File: config.mk
export PLATFORM = sky130hd
export DESIGN_NAME = sab_top
export DESIGN_NICKNAME = d
export VERILOG_FILES = /design/src/rtl/sab_pkg.sv /design/src/rtl/sab_sar.sv /design/src/rtl/sab_top.sv
export SDC_FILE = /design/constraint.sdc
export NUM_CORES = 1
export LEC_CHECK = 0
export BUFFER_PORTS_ARGS = -buffer_cell sky130_fd_sc_hd__buf_2
export CORE_ASPECT_RATIO = 0.6
export CORE_MARGIN = 1
export CORE_UTILIZATION = 42
export DETAILED_ROUTE_END_ITERATION = 8
export MAX_ROUTING_LAYER = met4
export PLACE_DENSITY = 0.73
export SYNTH_ARGS = -nofsm -noshare
export SYNTH_HDL_FRONTEND = slang
export SYNTH_SLANG_ARGS = --single-unit
File: constraint.sdc
create_clock -name ref_clk -period 2.29 [get_ports ref_clk]
set_clock_uncertainty 0.15 [all_clocks]
set_input_delay 0.458 -clock ref_clk [delete_from_list [all_inputs] [get_ports ref_clk]]
set_output_delay 0.458 -clock ref_clk [all_outputs]
set_load 0.05 [all_outputs]
File: src/rtl/sab_pkg.sv
// Purpose: Shared constants and types for the converter bus sequencer
// Assumes: One bus clock times both transfers and conversion
// Notes:   Word layouts are bit positions inside the high byte of a 16-bit register word
`default_nettype none

package sab_pkg;

    // ****************************************
    // Conversion timing, in clocks
    // ****************************************
    localparam int ACQ_CLOCKS  = 32;
    localparam int CONV_CLOCKS = 256;
    localparam int SAR_STEPS   = 8;
    localparam int BIT_CLOCKS  = (CONV_CLOCKS - ACQ_CLOCKS) / SAR_STEPS;

    // ****************************************
    // Word fields, reset values and conversion start values
    // ****************************************
    localparam int          START_BIT_POS   = 0;
    localparam int          STATUS_BIT_POS  = 7;
    localparam logic [3:0]  CHANNEL_RESET   = 4'h0;
    localparam logic [8:0]  PTR_FIRST       = 9'h100;
    localparam logic [7:0]  TRIAL_FIRST     = 8'h80;

    // ****************************************
    // Types
    // ****************************************
    typedef enum logic [2:0] {
        SAB_IDLE = 3'b001,
        SAB_ACQ  = 3'b010,
        SAB_CONV = 3'b100
    } sab_state_t;

    typedef struct packed {
        logic       cs_n;
        logic       rd_wr;
        logic       register_select_line;
        logic [7:0] data;
    } sab_req_t;

endpackage

`default_nettype wire

File: src/rtl/sab_sar.sv
// Purpose: Acquisition timer and eight-step successive approximation
// Assumes: comp_above is synchronous, high when input is at or above trial level
// Notes:   A start during a conversion aborts it and restarts acquisition
`default_nettype none

module sab_sar (
    // Clock and reset
    input  wire logic            ref_clk,
    input  wire logic            rst,
    // Control
    input  wire logic            start,
    input  wire logic            comp_above,
    // Status and data
    output var  sab_pkg::sab_state_t state,
    output logic [7:0]           trial,
    output logic [7:0]           result,
    output logic                 done
);

    logic [4:0] cnt;
    logic [8:0] ptr;
    logic [8:0] age;
    logic [8:0] next_ptr;
    logic [7:0] next_trial;
    logic       step_end;

    assign step_end   = (cnt == 5'(sab_pkg::BIT_CLOCKS - 1));
    assign next_ptr   = ptr >> 1;
    // Drop the tested bit if the input was below it, then post the next one
    assign next_trial = (trial & ~(ptr[8:1] & {8{~comp_above}})) | next_ptr[8:1];

    // ****************************************
    // Sequencer
    // ****************************************
    always_ff @(posedge ref_clk) begin
        if (rst) begin
            state <= sab_pkg::SAB_IDLE;
            cnt   <= 5'h0;
            ptr   <= 9'h000;
            trial <= 8'h00;
        end else if (start) begin
            state <= sab_pkg::SAB_ACQ;
            cnt   <= 5'h0;
            ptr   <= 9'h000;
            trial <= 8'h00;
        end else begin
            case (state)
                sab_pkg::SAB_ACQ: begin
                    cnt <= cnt + 5'h1;
                    if (cnt == 5'(sab_pkg::ACQ_CLOCKS - 1)) begin
                        state <= sab_pkg::SAB_CONV;
                        cnt   <= 5'h0;
                        ptr   <= sab_pkg::PTR_FIRST;
                        trial <= sab_pkg::TRIAL_FIRST;
                    end
                end
                sab_pkg::SAB_CONV: begin
                    cnt <= cnt + 5'h1;
                    if (step_end) begin
                        cnt   <= 5'h0;
                        ptr   <= next_ptr;
                        trial <= next_trial;
                        if (next_ptr[0]) begin
                            state <= sab_pkg::SAB_IDLE;
                        end
                    end
                end
                default: begin
                    state <= sab_pkg::SAB_IDLE;
                end
            endcase
        end
    end

    // ****************************************
    // Result transfer
    // ****************************************
    // Data register is deliberately not reset, so a result survives reset
    always_ff @(posedge ref_clk) begin
        if (!rst && !start && state == sab_pkg::SAB_CONV && step_end && next_ptr[0]) begin
            result <= next_trial;
        end
    end

    always_ff @(posedge ref_clk) begin
        if (rst) begin
            done <= 1'b0;
        end else begin
            done <= !start && state == sab_pkg::SAB_CONV && step_end && next_ptr[0];
        end
    end

    // Age since start, read only by the checks below
    always_ff @(posedge ref_clk) begin
        if (rst || start) begin
            age <= 9'h000;
        end else if (state != sab_pkg::SAB_IDLE) begin
            age <= age + 9'h001;
        end
    end
endmodule

`default_nettype wire

File: src/rtl/sab_top.sv
// Purpose: Bus decode, byte sequencing and registers of an 8-bit SAR converter
// Assumes: Bus inputs and discrete pins are synchronous to ref_clk
// Notes:   Each clock with cs_n low is one byte transfer; read data follows
//          one clock later on data_out with data_oe high
`default_nettype none

module sab_top (
    // Clock and reset
    input  wire logic              ref_clk,
    input  wire logic              rst,
    // Processor bus
    input  wire sab_pkg::sab_req_t bus_req,
    output logic [7:0]             data_out,
    output logic                   data_oe,
    // Analog front end
    input  wire logic              comp_above,
    input  wire logic [5:0]        discrete_pin_bits,
    output logic [3:0]             mux_select,
    output logic [7:0]             dac_level,
    output logic                   acquiring,
    output logic                   converting
);

    // ****************************************
    // Internal state
    // ****************************************
    logic                channel_address_bits [3:0];
    logic [3:0]          channel;
    logic                byte_ptr;
    logic                ctl_msb_seen;
    logic                start_conversion_bit;
    logic                status;
    logic                access;
    logic                wr_ctl;
    logic                commit;
    logic                start;
    logic [7:0]          rd_byte;
    logic [15:0]         results_word;
    logic [15:0]         discrete_input_word;
    sab_pkg::sab_state_t state;
    logic [7:0]          trial;
    logic [7:0]          result_bits;
    logic                done;
    logic                start_q;
    logic [8:0]          busy_clocks;

    // Picks the byte of a word that the byte pointer addresses
    function automatic logic [7:0] word_byte(input logic [15:0] word, input logic lsb);
        return lsb ? word[7:0] : word[15:8];
    endfunction

    // ****************************************
    // Bus decode
    // ****************************************
    assign access = !bus_req.cs_n;
    // Write with select 0 is a no-op and decodes to nothing
    assign wr_ctl = access && !bus_req.rd_wr && bus_req.register_select_line;
    // Only the second byte of a full control write takes effect
    assign commit = wr_ctl && byte_ptr && ctl_msb_seen;
    assign start  = commit && start_conversion_bit;

    // Byte pointer: MSB first, flips each byte, back to MSB when deselected
    always_ff @(posedge ref_clk) begin
        if (rst) begin
            byte_ptr <= 1'b0;
        end else if (!access) begin
            byte_ptr <= 1'b0;
        end else begin
            byte_ptr <= !byte_ptr;
        end
    end

    // ****************************************
    // Control register
    // ****************************************
    // The start flag is staged on the MSB byte and used only on commit
    always_ff @(posedge ref_clk) begin
        if (rst) begin
            start_conversion_bit <= 1'b0;
            ctl_msb_seen         <= 1'b0;
        end else if (wr_ctl && !byte_ptr) begin
            start_conversion_bit <= bus_req.data[sab_pkg::START_BIT_POS];
            ctl_msb_seen         <= 1'b1;
        end else begin
            // Start bit self-clears on the next clock, whether a commit launched it or not
            start_conversion_bit <= 1'b0;
            ctl_msb_seen         <= 1'b0;
        end
    end

    always_ff @(posedge ref_clk) begin
        if (rst) begin
            channel <= sab_pkg::CHANNEL_RESET;
        end else if (commit) begin
            channel <= bus_req.data[3:0];
        end
    end

    // Per-bit view of the channel address
    for (genvar i = 0; i < 4; i++) begin : g_chan
        assign channel_address_bits[i] = channel[i];
    end

    // ****************************************
    // Status flag
    // ****************************************
    // A new result in the same clock as a clearing write wins
    always_ff @(posedge ref_clk) begin
        if (rst) begin
            status <= 1'b0;
        end else if (done) begin
            status <= 1'b1;
        end else if (commit) begin
            status <= 1'b0;
        end
    end

    // ****************************************
    // Read words
    // ****************************************
    assign results_word = {status, 7'h00, result_bits};
    assign discrete_input_word = {
        4'h0,
        channel_address_bits[3], channel_address_bits[2],
        channel_address_bits[1], channel_address_bits[0],
        2'h0, discrete_pin_bits
    };

    always_comb begin
        if (bus_req.register_select_line) begin
            rd_byte = word_byte(discrete_input_word, byte_ptr);
        end else begin
            rd_byte = word_byte(results_word, byte_ptr);
        end
    end

    // Read data is registered, so the driver never glitches mid-clock
    always_ff @(posedge ref_clk) begin
        if (rst) begin
            data_out <= 8'h00;
            data_oe  <= 1'b0;
        end else if (access && bus_req.rd_wr) begin
            data_out <= rd_byte;
            data_oe  <= 1'b1;
        end else begin
            data_out <= 8'h00;
            data_oe  <= 1'b0;
        end
    end

    // ****************************************
    // Converter
    // ****************************************
    sab_sar u_sar (
        .ref_clk    (ref_clk),
        .rst        (rst),
        .start      (start),
        .comp_above (comp_above),
        .state      (state),
        .trial      (trial),
        .result     (result_bits),
        .done       (done)
    );

    // Analog-side outputs are registered copies so they never glitch
    always_ff @(posedge ref_clk) begin
        if (rst) begin
            mux_select <= sab_pkg::CHANNEL_RESET;
        end else begin
            mux_select <= channel;
        end
    end

    always_ff @(posedge ref_clk) begin
        if (rst) begin
            dac_level <= 8'h00;
        end else begin
            dac_level <= trial;
        end
    end

    // Phase flags lag the sequencer by one clock, like the other outputs
    always_ff @(posedge ref_clk) begin
        if (rst) begin
            acquiring  <= 1'b0;
            converting <= 1'b0;
        end else begin
            acquiring  <= state == sab_pkg::SAB_ACQ;
            converting <= state == sab_pkg::SAB_CONV;
        end
    end

    // ****************************************
    // Check helpers
    // ****************************************
    // Busy clocks since the last start, counted on the pins' phase flags; the
    // clock after a start is skipped because the flags still show the old phase
    always_ff @(posedge ref_clk) begin
        if (rst) begin
            start_q     <= 1'b0;
            busy_clocks <= 9'h000;
        end else begin
            start_q <= start;
            if (start || start_q) begin
                busy_clocks <= 9'h000;
            end else if (acquiring || converting) begin
                busy_clocks <= busy_clocks + 9'h001;
            end
        end
    end
endmodule

`default_nettype wire

==> run summary, run 1 <==
Outcome - finished, final reports clean
CORE AREA - 5230 sq um
P per Cell Area - 742 nW/um^2
Final ANT Viol Nets - 0
Main synth FF type - dfxtp_1
WL/cell - 14.5 um
CP startpoint kind - flop
Clock Pin Slew Worst Setup and Hold Paths - 70 ps
Via Count - 1726
Placed Cells incl. Taps - 314
Number of setup buffers added after CTS - 0
Maximum VDD drop - 0.368 mV
Area post-placement - 2660 sq um
Ys async rst share - 0%
First-pass GRT wire length - 8010 um
Cells after synthesis - 206
Final Non-Filler Cells - 330
Combinational power share - 3.6%
CTS tree - built
DRT met1 WL - 2500 um
Detailed route wirelength on metal2 - 1920 um
Vias in the first global route - 1602
EDFF count, synth - 8
Post-detail-place hpwl - 3310 um
F_max - 0.459 GHz
Max-Cap Viols - 0
CP Max Fanout - 14
Top-level port count - 43
Slowest CP cell - nor4b_4
Hold WC Path Type - in -> reg
Cell variety after synth - 41
Slew headroom - 59.8%
Fraction of layout cells with a size suffix above 1 - 31.4%
Power Internal - 1.66 mW
Largest net degree at the start of global routing - 25
Post-synth net total - 228
Final setup margin - 111 ps
Reg power frac - 53.2%
Via density - 5.23
Part of the cycle the worst path needs - 95.2%
Static Leakage - 1.27 nW
Initial antenna violation count - 0
WL met3 - 306 um
Cell Rows - 20
FF+latch area - 1360 sq um
CTS root buffer - clkbuf_8
Clock power share - 43.2%
Post-Route Utilization - 55.1%
Multi-input gate area - 957 sq um
Area of the die - 5920 sq um
Sw frac - 22.2%
Mapped cell area - 2350 sq um
Synth top area cells - dfxtp_1 (48%), edfxtp_1 (10%), a22o_1 (5.2%)
# nets final - 281
Critical path data arrival time - 2260 ps
Most frequent cells after synthesis - dfxtp_1 (56), nor2_1 (16), nor2b_1 (16)
Pre-CTS setup slack - 45.5 ps
Design area - 2880 sq um
CP Class - reg -> reg
Critical Path Sink Type - flop
Fillers - 485
Buffers on Ports - 38
H-tree Lvls - 3
Area Overhead vs Synth - 22.3%
Setup-failing EPs final - 0
DRT Pass-1 Iters - 4
Syn Area/Cell - 11.4 sq um
Critical path data required time - 2370 ps
Detailed router's first-iteration violation count - 77
WL final - 4780 um
Die Ht - 60 um
Final Wtd Congestion - 0.783
All-layer global routing usage - 19.1%
Post-synthesis sequential area ratio - 57.8%
Critical Path Max Stage Delay - 340 ps
CP dominant cell by count - ha_2
Yosys reg bits - 64
CTS sink cnt - 64
RSZ-0062 raised after global routing - no
Yosys top cell area share - 47.6%
Crit-path cells - ha_2 -> and3_1 -> ha_2 -> nor4b_4 -> o21bai_4 -> nor3_4 -> buf_4 -> a22o_1
Clock Latency Late Sink - 340 ps
Final min period - 2180 ps
Hold Fails Final Rpt - 0
Aggregate global routing overflow - 0
Worst-Margin Slew - 599 ps
Post-synth top area cell - dfxtp_1
Starting density of the core - 45.0%
Total of warnings raised by yosys - 0
CTS buffer count - 9
Uppermost layer routed - met4
# DRC - 0
Antenna cell count - 0
Most numerous cell in the Yosys netlist - dfxtp_1
Slew Limit Fails - 0
Clk buf depth - 2
TNS Setup - 0 ps
Die X - 98.7 um
Sw power - 474 uW
-- critical path, delay by kind of cell, from the launching register on --
kind	cells	cell delay [ps]
AOI/OAI and AO/OA	2	390
DFF	1	330
buffers and inverters	1	190
adders and majority gates	2	420
and+or+nand+nor	3	570
-- power groups by stage --
stage	Combinational, mW	Clock (mW)	Sequential (mW)
2_1_floorplan	0.0367	0	1.17
3_3_place_gp	0.0751	0	1.16
3_5_place_dp	0.0754	0	1.16
4_1_cts	0.0759	0.951	1.14
5_1_grt	0.0845	0.990	1.14
6_report	0.0770	0.923	1.14
-- logic make-up (layout without fill, tap and decap cells) --
logic type / after synthesis / in the layout / share of synthesized area, %
flops: 64 / 64 / 57.8
fa+ha+maj: 2 / 2 / 1.06
simple gates: 72 / 72 / 17.7
compound gates: 42 / 42 / 13.9
xor+xnor: 4 / 4 / 1.81
buf+inv: 11 / 69 / 2.82
mux: 11 / 11 / 4.89
-- cell type report --
| cell class | count | share of cell area (%) |
|---|---|---|
| clock inverters | 6 | 2.09 |
| flip-flops and latches | 64 | 47.3 |
| clock buffers | 10 | 4.43 |
| multi-input cells | 131 | 33.2 |
| inverters | 3 | 0.391 |
| well taps | 66 | 2.87 |
| repair buffers | 50 | 9.73 |
-- timing repair --
action / 4_1_cts / 5_1_grt
pin swaps: 0 / 1
hold buffers: 0 / 0
gates resized for setup: 1 / 5
endpoints found under the setup margin: 8 / 18
-- state kept, by name, summed over array words and instances (netlist names) --
| signal | flops |
|---|---|
| data_oe | 1 |
| status | 1 |
| mux_select | 4 |
| dac_level | 8 |
| data_out | 8 |
| u_sar.ptr | 8 |
| ctl_msb_seen | 1 |
| acquiring | 1 |
| start_conversion_bit | 1 |
| u_sar.state | 3 |
| converting | 1 |
| u_sar.cnt | 5 |
| channel | 4 |
| u_sar.done | 1 |
| u_sar.trial | 8 |
| byte_ptr | 1 |
| u_sar.result | 8 |
-- final timing paths --
check | cells after the start | from | to | slack, ps
worst max register to register | 8 | u_sar.cnt[0] | u_sar.trial[2] | 110
worst max-delay path | 8 | u_sar.cnt[0] | u_sar.trial[2] | 110
worst min register to register | 2 | u_sar.done | status | 300
worst min-delay path | 2 | bus_req[10] | byte_ptr | 190
-- per-layer routing --
metal | up-vias | track usage, %
met5 | - | -
met4 | 0 | 6.61
met3 | 9 | 8.19
met2 | 52 | 26.8
met1 | 827 | 24.8
li1 | 838 | -
-- through the flow --
step | total power [mW] | hold WS (ps)
floorplan | 1.21 | 263
global placement | 1.24 | 272
detailed placement | 1.24 | 298
CTS | 2.16 | 170
global route | 2.21 | 206
finish | 2.14 | 191
-- layout by cell type, fill, tap and decap left out, types with 4 or more instances in the layout --
cell type  Yosys  routed
dfxtp_1       56      56
buf_2          2      38
nor2_1        16      16
nor2b_1       16      16
a22o_1        14      14
buf_4          2      12
nand2_1       11      11
clkbuf_8       0       9
edfxtp_1       8       8
mux2i_1        7       7
a21o_1         6       6
a21oi_1        6       6
nor3_1         6       5
o21ai_0        4       4
mux2_2         4       4
a22oi_1        4       4
and2_1         4       4
(Power assumes the default switching activity.)
==> run 2, diff against run 1 <==
- PLACE_DENSITY: 0.73 -> unset
==> run summary, run 2 (synthesized netlist as in run 1, its figures left out) <==
Outcome - finished, final reports clean (unchanged)
WL/cell - 13.6 um (was 14.5 um)
Clk buf depth - 2 (unchanged)
Final ANT Viol Nets - 0 (unchanged)
Clock power share - 44.5% (was 43.2%)
Crit path from - u_sar.cnt[0] (unchanged)
Hold WC Path Type - in -> reg (unchanged)
Most common cell after layout, fill and taps aside - dfxtp_1 (unchanged)
DRT Pass-1 Iters - 5 (was 4)
CTS sink cnt - 64 (unchanged)
Detailed router's first-iteration violation count - 63 (was 77)
Initial antenna violation count - 0 (unchanged)
Crit-path cells - ha_1 -> and3_1 -> ha_1 -> nor4b_2 -> o21bai_2 -> nor3_4 -> buf_4 -> a22o_1 (was ha_2 -> and3_1 -> ha_2 -> nor4b_4 -> o21bai_4 -> nor3_4 -> buf_4 -> a22o_1)
CTS root buffer - clkbuf_8 (unchanged)
Post-detail-place hpwl - 3170 um (was 3310 um)
CTS buffer count - 9 (unchanged)
CP Max Fanout - 14 (unchanged)
Slew Limit Fails - 0 (unchanged)
Critical Path Sink Type - flop (unchanged)
CP startpoint kind - flop (unchanged)
Maximum VDD drop - 0.306 mV (was 0.368 mV)
Reg-to-reg slack, setup - 120 ps (was 110 ps)
CTS tree - built (unchanged)
First-pass GRT wire length - 7360 um (was 8010 um)
Slowest CP cell - dfxtp_1 (was nor4b_4)
Die X - 98.7 um (unchanged)
Die Ht - 60 um (unchanged)
H-tree Lvls - 3 (unchanged)
Sw frac - 21.0% (was 22.2%)
CP Class - reg -> reg (unchanged)
Sw power - 460 uW (was 474 uW)
Static Leakage - 1.31 nW (was 1.27 nW)
Final min period - 2170 ps (was 2180 ps)
Setup-failing EPs final - 0 (unchanged)
Hold wc startpoint - bus_req[10] (unchanged)
Clock Pin Slew Worst Setup and Hold Paths - 70 ps (about the same)
Final Wtd Congestion - 0.747 (was 0.783)
Hold Fails Final Rpt - 0 (unchanged)
Top-level port count - 43 (unchanged)
Antenna cell count - 0 (unchanged)
Worst Reg-to-Reg Cells - 8 (unchanged)
Clock Latency Late Sink - 330 ps (was 340 ps)
Reg power frac - 52.0% (was 53.2%)
Aggregate global routing overflow - 0 (unchanged)
F_max - 0.461 GHz (was 0.459 GHz)
Part of the cycle the worst path needs - 94.7% (was 95.2%)
Critical path data arrival time - 2250 ps (was 2260 ps)
Via density - 4.86 (was 5.23)
RSZ-0062 raised after global routing - no (unchanged)
Vias in the first global route - 1466 (was 1602)
Max-Cap Viols - 0 (unchanged)
CORE AREA - 5230 sq um (unchanged)
Power Internal - 1.73 mW (was 1.66 mW)
CP dominant cell by count - ha_1 (was ha_2)
Worst-Margin Slew - 564 ps (was 599 ps)
End of the worst register-to-register path - u_sar.trial[1] (was u_sar.trial[2])
P per Cell Area - 753 nW/um^2 (was 742 nW/um^2)
Commonest non-fill, non-tap cells in the layout - dfxtp_1 (56), buf_2 (38), nor2_1 (16), nor2b_1 (16), a22o_1 (14) (unchanged)
Design area - 2900 sq um (was 2880 sq um)
Cell Rows - 20 (unchanged)
Slew headroom - 62.2% (was 59.8%)
Critical path capture point - u_sar.trial[1] (was u_sar.trial[2])
Area post-placement - 2690 sq um (was 2660 sq um)
Starting density of the core - 45.0% (unchanged)
Via Count - 1615 (was 1726)
Worst hold slack - 198 ps (was 191 ps)
Critical Path Max Stage Delay - 320 ps (was 340 ps)
Largest net degree at the start of global routing - 25 (unchanged)
TNS Setup - 0 ps (unchanged)
Combinational power share - 3.5% (was 3.6%)
WL final - 4530 um (was 4780 um)
# DRC - 0 (unchanged)
Critical path data required time - 2370 ps (about the same)
All-layer global routing usage - 17.7% (was 19.1%)
Area Overhead vs Synth - 23.3% (was 22.3%)
RR Startpoint - u_sar.cnt[0] (unchanged)
Area of the die - 5920 sq um (unchanged)
Fraction of layout cells with a size suffix above 1 - 31.6% (was 31.4%)
Buffers on Ports - 38 (unchanged)
# nets final - 283 (was 281)
-- run 2: how the worst min path moves through the flow --
stage | slack [ps] | end | depth (start not counted)
2_1_floorplan | 260 | status | 2
4_1_cts | 180 | byte_ptr | 2
3_5_place_dp | 290 | status | 2
3_3_place_gp | 280 | status | 2
6_report | 200 | byte_ptr | 2
5_1_grt | 200 | byte_ptr | 2
-- run 2: metal layers --
layer	up-vias	track usage, %	share of wire [%]	routed length, um
li1	839	-	-	-
met1	733	25.1	57	2560
met2	37	20.9	37	1650
met3	6	6.67	5.2	235
met4	0	9.59	1.7	76
met5	-	-	0	0
-- run 2: area by class of cell --
class / count / area (sq um)
clock buffer: 10 / 149
multi-input combinational: 131 / 936
clock inverter: 6 / 56.3
inverter: 3 / 11.3
sequential: 64 / 1360
timing repair buffer: 52 / 308
fill: 478 / 2330
tap: 66 / 82.6
-- run 2: power by group through the flow --
stage	registers [mW]	clock network [mW]	logic, mW
global placement	1.16	0	0.0773
CTS	1.14	0.999	0.0764
global route	1.14	1.05	0.0837
floorplan	1.17	0	0.0367
detailed placement	1.16	0	0.0762
finish	1.14	0.973	0.0761
-- run 2: worst max-delay path, delay by kind of cell (launching register included) --
kind / cells / cell delay, ps
buffers and inverters: 1 / 190
AOI/OAI and AO/OA: 2 / 410
and+or+nand+nor: 3 / 540
DFF: 1 / 320
adders and majority gates: 2 / 450
-- run 2: through the flow --
step / total power, mW / worst slack (ps) / util [%] / std cells
4_1_cts: 2.21 / 84.4 / 55.4 / 332
6_report: 2.19 / 122 / 55.5 / 332
3_3_place_gp: 1.24 / 117 / 51.4 / 316
3_5_place_dp: 1.24 / 116 / 51.4 / 316
2_1_floorplan: 1.21 / 266 / - / 206
5_1_grt: 2.27 / 20.4 / 55.5 / 332
-- run 2: timing repair --
item	CTS	global route
endpoints found under the hold margin	0	0
buffers inserted	0	0
resized for setup	0	2
endpoints found under the setup margin	0	18
hold buffers	0	0
==> run 3, diff against run 2 <==
- CELL_PAD_IN_SITES_DETAIL_PLACEMENT: unset -> 1
- CELL_PAD_IN_SITES_GLOBAL_PLACEMENT: unset -> 1
- CORE_MARGIN: 1 -> 2
- PLACE_DENSITY_LB_ADDON: unset -> 0.1
==> run summary, run 3 (synthesized netlist as in run 1, its figures left out) <==
Largest net degree at the start of global routing - 25 (unchanged)
Final min period - 2190 ps (was 2170 ps)
Initial antenna violation count - 0 (unchanged)
Critical Path Sink Type - flop (unchanged)
Worst Reg-to-Reg Cells - 8 (unchanged)
Top-level port count - 43 (unchanged)
CP Class - reg -> reg (unchanged)
Multi-input gate area - 936 sq um (unchanged)
Hold WC Path Type - in -> reg (unchanged)
Via Count - 1695 (was 1615)
TNS Setup - 0 ps (unchanged)
Clock Latency Late Sink - 330 ps (about the same)
CP Max Fanout - 14 (unchanged)
P per Cell Area - 729 nW/um^2 (was 753 nW/um^2)
Part of the cycle the worst path needs - 95.5% (was 94.7%)
Worst hold slack - 213 ps (was 198 ps)
FF+latch area - 1360 sq um (unchanged)
Final Wtd Congestion - 0.765 (was 0.747)
Slew headroom - 61.2% (was 62.2%)
# DRC - 0 (unchanged)
Critical Path Max Stage Delay - 320 ps (about the same)
CTS sink cnt - 64 (unchanged)
# nets final - 287 (was 283)
Maximum VDD drop - 0.296 mV (was 0.306 mV)
Setup-failing EPs final - 0 (unchanged)
CP dominant cell by count - ha_1 (unchanged)
Aggregate global routing overflow - 0 (unchanged)
DRT Pass-1 Iters - 4 (was 5)
Detailed router's first-iteration violation count - 55 (was 63)
Slew Limit Fails - 0 (unchanged)
Critical path data arrival time - 2260 ps (was 2250 ps)
Die Ht - 62 um (was 60 um)
Die X - 101 um (was 98.7 um)
All-layer global routing usage - 17.7% (about the same)
RSZ-0062 raised after global routing - no (unchanged)
Static Leakage - 1.32 nW (was 1.31 nW)
Vias in the first global route - 1559 (was 1466)
Final setup margin - 103 ps (was 122 ps)
F_max - 0.457 GHz (was 0.461 GHz)
Post-detail-place hpwl - 3590 um (was 3170 um)
Buffers on Ports - 38 (unchanged)
Starting density of the core - 42.9% (was 45.0%)
Clock Pin Slew Worst Setup and Hold Paths - 70 ps (about the same)
Fillers - 612 (was 478)
Slowest CP cell - dfxtp_1 (unchanged)
Cell family with most CP delay - simple AND/OR/NAND/NOR gates (unchanged)
Most common cell after layout, fill and taps aside - dfxtp_1 (unchanged)
CORE AREA - 5490 sq um (was 5230 sq um)
Max-Cap Viols - 0 (unchanged)
Area of the die - 6240 sq um (was 5920 sq um)
Worst-Margin Slew - 579 ps (was 564 ps)
Clk buf depth - 2 (unchanged)
RR Startpoint - u_sar.cnt[0] (unchanged)
WL/cell - 14.5 um (was 13.6 um)
CTS tree - built (unchanged)
Cell Rows - 21 (was 20)
Via density - 5.00 (was 4.86)
CTS buffer count - 9 (unchanged)
Post-Route Utilization - 53.3% (was 55.5%)
Area Overhead vs Synth - 24.3% (was 23.3%)
Crit-path cells - ha_1 -> and3_1 -> ha_1 -> nor4b_2 -> o21bai_2 -> nor3_4 -> buf_4 -> a22o_1 (unchanged)
Crit path from - u_sar.cnt[0] (unchanged)
Critical path data required time - 2360 ps (was 2370 ps)
WP depth - 8 (unchanged)
Final ANT Viol Nets - 0 (unchanged)
Buf/Inv on CP - 1 (unchanged)
CTS root buffer - clkbuf_8 (unchanged)
Antenna cell count - 0 (unchanged)
First-pass GRT wire length - 7780 um (was 7360 um)
WL final - 4920 um (was 4530 um)
End of the worst register-to-register path - u_sar.ptr[3] (was u_sar.trial[1])
Critical path capture point - u_sar.ptr[3] (was u_sar.trial[1])
Hold Fails Final Rpt - 0 (unchanged)
Tot Pwr - 2.13 mW (was 2.19 mW)
CP startpoint kind - flop (unchanged)
Reg-to-reg slack, setup - 100 ps (was 120 ps)
H-tree Lvls - 3 (unchanged)
Outcome - finished, final reports clean (unchanged)
Fraction of layout cells with a size suffix above 1 - 32.6% (was 31.6%)
Pre-CTS setup slack - 79.1 ps (was 116 ps)
Commonest non-fill, non-tap cells in the layout - dfxtp_1 (56), buf_2 (38), buf_4 (17) (was dfxtp_1 (56), buf_2 (38), nor2_1 (16), nor2b_1 (16), a22o_1 (14))
==> run 3: stage by stage <==
stage / cells / instance area (sq um)
floorplan: 206 / 2350
global placement: 323 / 2720
detailed placement: 323 / 2720
CTS: 339 / 2920
global route: 339 / 2930
finish: 339 / 2930
==> run 3: worst register-to-register path, delay by kind of cell (launching register included) <==
kind / cells / cell delay [ps]
flip-flops: 1 / 320
AND/OR/NAND/NOR: 3 / 560
AO/OA/AOI/OAI: 2 / 420
adder cells (fa/ha/maj): 2 / 440
buffers and inverters: 1 / 190
==> run 3: worst min path at each step <==
stage          startpoint         end  slack [ps]  cells past startpoint
2_1_floorplan  u_sar.done      status         260                      2
3_3_place_gp   u_sar.done      status         280                      2
3_5_place_dp   u_sar.done      status         280                      2
4_1_cts        bus_req[3]  channel[3]         200                      3
5_1_grt        bus_req[2]  channel[2]         200                      3
6_report       bus_req[2]  channel[2]         210                      3
==> run 3: area by class of cell <==
class	count	share of cell area, %
sequential	64	46.5
multi-input combinational	131	32.0
timing repair buffer	56	11.5
clock buffer	14	6.24
tap	69	2.95
clock inverter	2	0.427
inverter	3	0.385
==> run 3: layer usage <==
layer	part of all wire, %	vias up	global-route usage [%]
met5	0	-	-
met1	55	816	24.9
met3	4.2	5	5.82
met4	0.81	0	6.46
li1	-	844	-
met2	40	30	23.6
==> run 3: where the power goes <==
part | internal (mW) | total [mW] | switching (mW)
logic | 0.0342 | 0.0809 | 0.0467
registers | 1.14 | 1.14 | 0.00116
clock network | 0.510 | 0.917 | 0.407
total | 1.68 | 2.13 | 0.454
==> run 3: repair_timing <==
action                     in CTS  in global routing
setup endpoints to repair       0                 22
resized for setup               0                  2
hold buffers                    0                  0
hold endpoints to repair        0                  0
setup buffers                   0                  0
